==> src/hdl/ccp_pkg.sv <==
// Package of constants and carrier types for the capture/compare control unit.
`default_nettype none
package ccp_pkg;
    // ********************************************************
    // Register map
    // ********************************************************
    localparam logic [11:0] OFF_CONTROL = 12'h000;
    localparam logic [11:0] OFF_DATA = 12'h004;
    localparam logic [11:0] OFF_FLAG = 12'h008;
    localparam logic [7:0] CONTROL_RESET = 8'h00;
    localparam logic [15:0] DATA_RESET = 16'h0000;
    localparam int FLAG_BIT = 2;
    localparam int DUTY_LSB_POS = 4;
    localparam int MODE_POS = 0;
    // ********************************************************
    // Mode field encodings and prescaler terminal counts
    // ********************************************************
    localparam logic [3:0] MODE_OFF = 4'h0;
    localparam logic [3:0] MODE_CAP_FALL = 4'h4;
    localparam logic [3:0] MODE_CAP_RISE = 4'h5;
    localparam logic [3:0] MODE_CAP_DIV4 = 4'h6;
    localparam logic [3:0] MODE_CAP_DIV16 = 4'h7;
    localparam logic [3:0] MODE_CMP_SET = 4'h8;
    localparam logic [3:0] MODE_CMP_CLR = 4'h9;
    localparam logic [3:0] MODE_CMP_SOFT = 4'hA;
    localparam logic [3:0] MODE_CMP_TRIG = 4'hB;
    localparam logic [3:0] PRESCALE_LAST4 = 4'h3;
    localparam logic [3:0] PRESCALE_LAST16 = 4'hF;
    // ********************************************************
    // Carrier types
    // ********************************************************
    typedef struct packed {
        logic [11:0] paddr;
        logic psel;
        logic penable;
        logic pwrite;
        logic [31:0] pwdata;
    } apb_req_t;
    typedef struct packed {
        logic [31:0] prdata;
        logic pready;
        logic pslverr;
    } apb_rsp_t;
endpackage : ccp_pkg
`default_nettype wire

==> src/hdl/ccp_control_and_capture.sv <==
// Control register, capture, compare and duty outputs of one capture/compare/PWM unit.
//
// The APB slave port and the placing of the registers were decided locally.
`default_nettype none
module ccp_control_and_capture
    import ccp_pkg::*;
#(
    parameter bit SECOND_UNIT = 1'b0 // Unit whose trigger also starts a conversion.
)(
    input wire logic ref_clk, // System clock.
    input wire logic arst_n, // Asynchronous reset, active low.
    input wire apb_req_t apb_req, // APB request.
    output apb_rsp_t apb_rsp, // APB response.
    input wire logic unit_pin, // Level seen on the unit's pin.
    input wire logic [15:0] timer1_count, // Running timer1 value.
    input wire logic adc_enable, // Converter is enabled.
    output logic compare_out, // Compare output latch.
    output logic special_trigger, // One-cycle trigger that clears timer1.
    output logic adc_start, // One-cycle conversion start.
    output logic unit_irq_flag, // Unit interrupt request flag.
    output logic [9:0] pwm_duty // Ten-bit duty value.
);
    // ********************************************************
    // State
    // ********************************************************
    typedef struct packed {
        logic [5:0] ctrl;
        logic [15:0] data;
        logic flag;
        logic [3:0] cnt;
        logic [2:0] sync;
        logic match;
        logic cmp_out;
        logic trig;
        logic adc;
        apb_rsp_t rsp;
    } state_t;

    state_t s_q;
    state_t s_d;

    function automatic logic is_capture(input logic [3:0] m);
        is_capture = (m[3:2] == 2'b01);
    endfunction : is_capture

    function automatic logic is_compare(input logic [3:0] m);
        is_compare = (m[3:2] == 2'b10);
    endfunction : is_compare

    logic [3:0] mode;
    logic rise;
    logic fall;
    logic match_rise;
    logic cap_event;
    logic bus_access;
    logic bus_done;
    logic wr_ctrl;
    logic wr_data;
    logic wr_flag;

    assign mode = s_q.ctrl[MODE_POS +: 4];
    // Only the second and third stages feed the edge detector.
    assign rise = s_q.sync[1] & ~s_q.sync[2];
    assign fall = ~s_q.sync[1] & s_q.sync[2];
    assign match_rise = (s_q.data == timer1_count) & ~s_q.match;
    assign bus_access = apb_req.psel & apb_req.penable;
    assign bus_done = bus_access & s_q.rsp.pready;
    assign wr_ctrl = bus_done & apb_req.pwrite & (apb_req.paddr == OFF_CONTROL);
    assign wr_data = bus_done & apb_req.pwrite & (apb_req.paddr == OFF_DATA);
    assign wr_flag = bus_done & apb_req.pwrite & (apb_req.paddr == OFF_FLAG);

    // ********************************************************
    // Capture event selection
    // ********************************************************
    always_comb
    begin
        cap_event = 1'b0;
        case (mode)
            MODE_CAP_FALL:
            begin
                cap_event = fall;
            end
            MODE_CAP_RISE:
            begin
                cap_event = rise;
            end
            MODE_CAP_DIV4:
            begin
                cap_event = rise & (s_q.cnt[1:0] == PRESCALE_LAST4[1:0]);
            end
            MODE_CAP_DIV16:
            begin
                cap_event = rise & (s_q.cnt == PRESCALE_LAST16);
            end
            default:
            begin
                cap_event = 1'b0;
            end
        endcase
    end

    // ********************************************************
    // Next state
    // ********************************************************
    always_comb
    begin
        s_d = s_q;
        s_d.trig = 1'b0;
        s_d.adc = 1'b0;
        s_d.rsp.pready = 1'b0;
        s_d.rsp.pslverr = 1'b0;
        s_d.sync = {s_q.sync[1:0], unit_pin};
        s_d.match = (s_q.data == timer1_count);
        // APB answers one cycle into the access phase.
        if (bus_access & ~s_q.rsp.pready)
        begin
            s_d.rsp.pready = 1'b1;
            s_d.rsp.prdata = 32'h0000_0000;
            if (apb_req.paddr == OFF_CONTROL)
            begin
                s_d.rsp.prdata[7:0] = {2'b00, s_q.ctrl};
            end
            else if (apb_req.paddr == OFF_DATA)
            begin
                s_d.rsp.prdata[15:0] = s_q.data;
            end
            else if (apb_req.paddr == OFF_FLAG)
            begin
                s_d.rsp.prdata[FLAG_BIT] = s_q.flag;
            end
            else
            begin
                s_d.rsp.pslverr = 1'b1;
            end
        end
        if (wr_ctrl)
        begin
            // A mode change raises no flag of its own; only real events set it.
            s_d.ctrl = apb_req.pwdata[5:0];
        end
        if (wr_data)
        begin
            s_d.data = apb_req.pwdata[15:0];
        end
        // Flag is write-one-to-clear; a hardware set below wins.
        if (wr_flag & apb_req.pwdata[FLAG_BIT])
        begin
            s_d.flag = 1'b0;
        end
        // The prescaler counts every rising edge and wraps, so a direct
        // switch between capture modes keeps the running count.
        if (!is_capture(mode))
        begin
            s_d.cnt = 4'h0;
        end
        else if (rise)
        begin
            s_d.cnt = s_q.cnt + 4'h1;
        end
        if (cap_event)
        begin
            s_d.data = timer1_count;
            s_d.flag = 1'b1;
        end
        if (is_compare(mode) & match_rise)
        begin
            s_d.flag = 1'b1;
            if (mode == MODE_CMP_SET)
            begin
                s_d.cmp_out = 1'b1;
            end
            else if (mode == MODE_CMP_CLR)
            begin
                s_d.cmp_out = 1'b0;
            end
            else if (mode == MODE_CMP_TRIG)
            begin
                s_d.trig = 1'b1;
                s_d.adc = SECOND_UNIT & adc_enable;
            end
        end
        if (mode == MODE_OFF)
        begin
            s_d.cmp_out = 1'b0;
        end
    end

    always_ff @(posedge ref_clk or negedge arst_n)
    begin
        if (!arst_n)
        begin
            s_q <= '0;
        end
        else
        begin
            s_q <= s_d;
        end
    end

    // ********************************************************
    // Outputs
    // ********************************************************
    assign apb_rsp = s_q.rsp;
    assign compare_out = s_q.cmp_out;
    assign special_trigger = s_q.trig;
    assign adc_start = s_q.adc;
    assign unit_irq_flag = s_q.flag;
    assign pwm_duty = {s_q.data[7:0], s_q.ctrl[DUTY_LSB_POS +: 2]};
endmodule : ccp_control_and_capture
`default_nettype wire

==> config.mk <==
export PLATFORM = sky130hd
export DESIGN_NAME = ccp_control_and_capture
export DESIGN_NICKNAME = d
export VERILOG_FILES = /design/src/hdl/ccp_pkg.sv /design/src/hdl/ccp_control_and_capture.sv
export SDC_FILE = /design/constraint.sdc
export NUM_CORES = 1
export LEC_CHECK = 0
export BUFFER_PORTS_ARGS = -buffer_cell sky130_fd_sc_hd__buf_2
export CORE_ASPECT_RATIO = 0.75
export CORE_MARGIN = 10
export CORE_UTILIZATION = 35
export DETAILED_ROUTE_END_ITERATION = 10
export PLACE_DENSITY = 0.59
export SYNTH_ARGS = -nofsm -noshare
export SYNTH_HDL_FRONTEND = slang
export SYNTH_SLANG_ARGS = --single-unit
export TNS_END_PERCENT = 5
==> constraint.sdc <==
create_clock -name ref_clk -period 1.9 [get_ports ref_clk]
set_input_delay 0.095 -clock ref_clk [delete_from_list [all_inputs] [get_ports ref_clk]]
set_output_delay 0.095 -clock ref_clk [all_outputs]
set_load 0.005 [all_outputs]
==> reports/qor.yml <==
floorplan:
  die_area_um2: 12110
  die_x_um: 123.8
  ios: 115
  placementRows: 28
  die_h_um: 97.83
  initial_utilization_pct: 35.86
  core_area_um2: 7883
cells_and_area:
  drive_above_1_share_pct: 31.95
  ff_latch_area_um2: 1276
  layout_common_cells: "buf_2, dfrtp_1, nor2_1"
  fillers: 833
  final_common_cell: "buf_2"
  final_nets: 405
  antenna_cells: 0
  syn_to_final_growth_pct: 12.66
  multiInputGateArea_um2: 1207
timing:
  clock_skew_ns: 0.006992
  slew_headroom_pct: 55.60
  fmax_mhz: 553.7
  period_minus_slack_ns: 1.806
  tightest_slew_ns: 0.6660
  rsz0062_at_grt: "false"
  hold_ws_ns: 0.03928
  slew_violations: 0
  finalSetupTns_ns: 0
  hold_violations: 0
  setup_viol: 0
  finalWorstSetupSlack_ns: 0.09403
  min_period_over_period_pct: 95.05
power:
  p_per_area_nw_per_um2: 631.2
  peakVddDrop_v: 0.0002814
  p_leak_nw: 1.715
grt:
  grt_pass1_wl_mm: 11.01
  antenna_found_initial: 0
  grt_max_degree: 52
  grtUsageTotal_pct: 11.37
  grt_overflow: 0
  grt_pass1_vias: 2125
yosys:
  synthesis.area_um2: 2826
  netlist_instances: 280
  synth_area_per_cell_um2: 10.09
  synth_warnings: 0
  async_flop_share_pct: 100.0
  ys_seq_area_share_pct: 45.15
  synth_edf_count: 0
  synth-main-ff-cell: "dfrtp_1"
  synth_seq_cells: 51
  netlist-cell-type-count: 38
clock_network:
  clk_path_buf_depth: 2
  cts_buffers: 5
  insertion_delay_ns: 0.30
  numClockSinks: 51
  cts_tree: "built"
  htree_levels: 2
  root_buffer: "clkbuf_8"
  postCtsSetupRepairBufs: 0
  path_clk_slew_ns: 0.09
route:
  route.vias.total: 2011
  first_pass_iters: 4
  ant_nets: 0
  drt_iter0_markers: 107
  routedWlPerCell_um: 16.01
  routed_wl_mm: 7.094
  viasPerCell: 4.540
  drcViolationCount: 0
critical_path:
  cp.required_ns: 2.12
  crit_arrival_ns: 2.03
  startpoint_type: "register"
  worstPathCellList: "xor2_1 > nor4_1 > nand4_1 > nor4_2 > mux2i_1"
  max_stage_delay_ns: 0.42
  slowest_stage: "dfrtp_1"
  critPathMaxFanout: 4
  path_class: "reg -> reg"
  endpoint_kind: "register"
placed_design:
  place_congestion: 0.7652
  io_buffer_count: 80
  dpl_worst_slack_ns: 0.09857
  dp_hpwl_mm: 5.515
outcome:
  status: "complete, no violations"
job:
  max-cap-violations: 0
min_path:
  worstHoldPathType: "in -> reg"
## metal layers
metal	vias up	GRT usage, %	share of wire (%)
met4	0	2.949	0.54
met3	2	4.143	8.2
met5	-	0	0
met1	959	14.62	45
li1	998	-	-
met2	52	17.57	46
## sequential cells by signal, summed over array words and instances (netlist names)
signal / flops
apb_rsp: 18
s_q: 14
pwm_duty: 10
mode: 4
s_d: 2
compare_out: 1
special_trigger: 1
unit_irq_flag: 1
## final timing paths
kind	startpoint	slack [ns]	endpoint	cells past startpoint
worst max-delay path	pwm_duty[7]	0.09	compare_out	5
worst min-delay path	apb_req[5]	0.04	pwm_duty[1]	2
worst min register to register	s_d[39]	0.35	s_d[40]	0
max in group asynchronous	arst_n	1.01	s_q[42]	3
worst max register to register	pwm_duty[7]	0.09	compare_out	5
min in group asynchronous	arst_n	0.44	apb_rsp[12]	3
## where the power goes
part           internal (W)  switching, W
sequential          0.00112     0.0000273
clock              0.000260      0.000353
combinational      0.000110      0.000138
total               0.00149      0.000518
## per-stage QoR
stage	cell area (µm²)	power [W]	util (%)	std cells
finish	3184	0.002010	40.40	443
global route	3184	0.002120	40.40	443
CTS	3172	0.002034	40.24	443
detailed placement	3070	0.001418	38.95	433
global placement	3070	0.001413	38.95	433
floorplan	2887	0.001325	-	296
## critical path: cells and delay by family (launching register included)
kind	cells	cell delay [ns]
muxes	1	0.21
DFF	1	0.42
and+or+nand+nor	3	0.92
xor gates and xnor gates	1	0.17
## area by class of cell
| type | count | share of cell area (%) |
|---|---|---|
| Tap cell | 105 | 4.126 |
| Inverter | 4 | 0.4715 |
| Clock inverter | 1 | 0.1572 |
| Clock buffer | 7 | 2.397 |
| Timing Repair Buffer | 89 | 14.85 |
| Sequential cell | 51 | 40.08 |
| Multi-Input combinational cell | 186 | 37.92 |
## synthesized netlist by cell type, types with 2 or more instances
library cell | number | area (µm²)
nand3b_1 | 2 | 15.01
nand2_1 | 25 | 93.84
buf_2 | 2 | 10.01
buf_4 | 45 | 337.8
a221oi_1 | 6 | 52.55
nand2b_1 | 5 | 31.28
xor2_1 | 18 | 157.7
nor3_2 | 2 | 20.02
nor4_4 | 2 | 42.54
mux2i_1 | 17 | 170.2
nand4_1 | 3 | 18.77
nor2b_1 | 2 | 12.51
nor4_1 | 5 | 31.28
nor2_1 | 32 | 120.1
mux2_4 | 6 | 90.09
nand3_1 | 11 | 55.05
clkbuf_1 | 4 | 15.01
inv_1 | 4 | 15.01
buf_6 | 3 | 33.78
a21oi_1 | 18 | 90.09
dfrtp_1 | 51 | 1276
## kinds of logic after synthesis
kind of cell | after synthesis | share of synthesized area [%]
AO/OA/AOI/OAI | 31 | 6.906
XOR/XNOR | 19 | 5.888
adder cells (fa/ha/maj) | 1 | 0.4426
buffers and inverters | 59 | 14.70
flip-flops | 51 | 45.15
multiplexers | 23 | 9.208
other | 1 | 0.1327
AND/OR/NAND/NOR | 95 | 17.57
## what timing repair did
action                     CTS  global route
hold buffers                 2             0
setup endpoints to repair    0            11
hold endpoints to repair    52             0
resized for setup            0             2
Power figures use the tool's default switching activity.
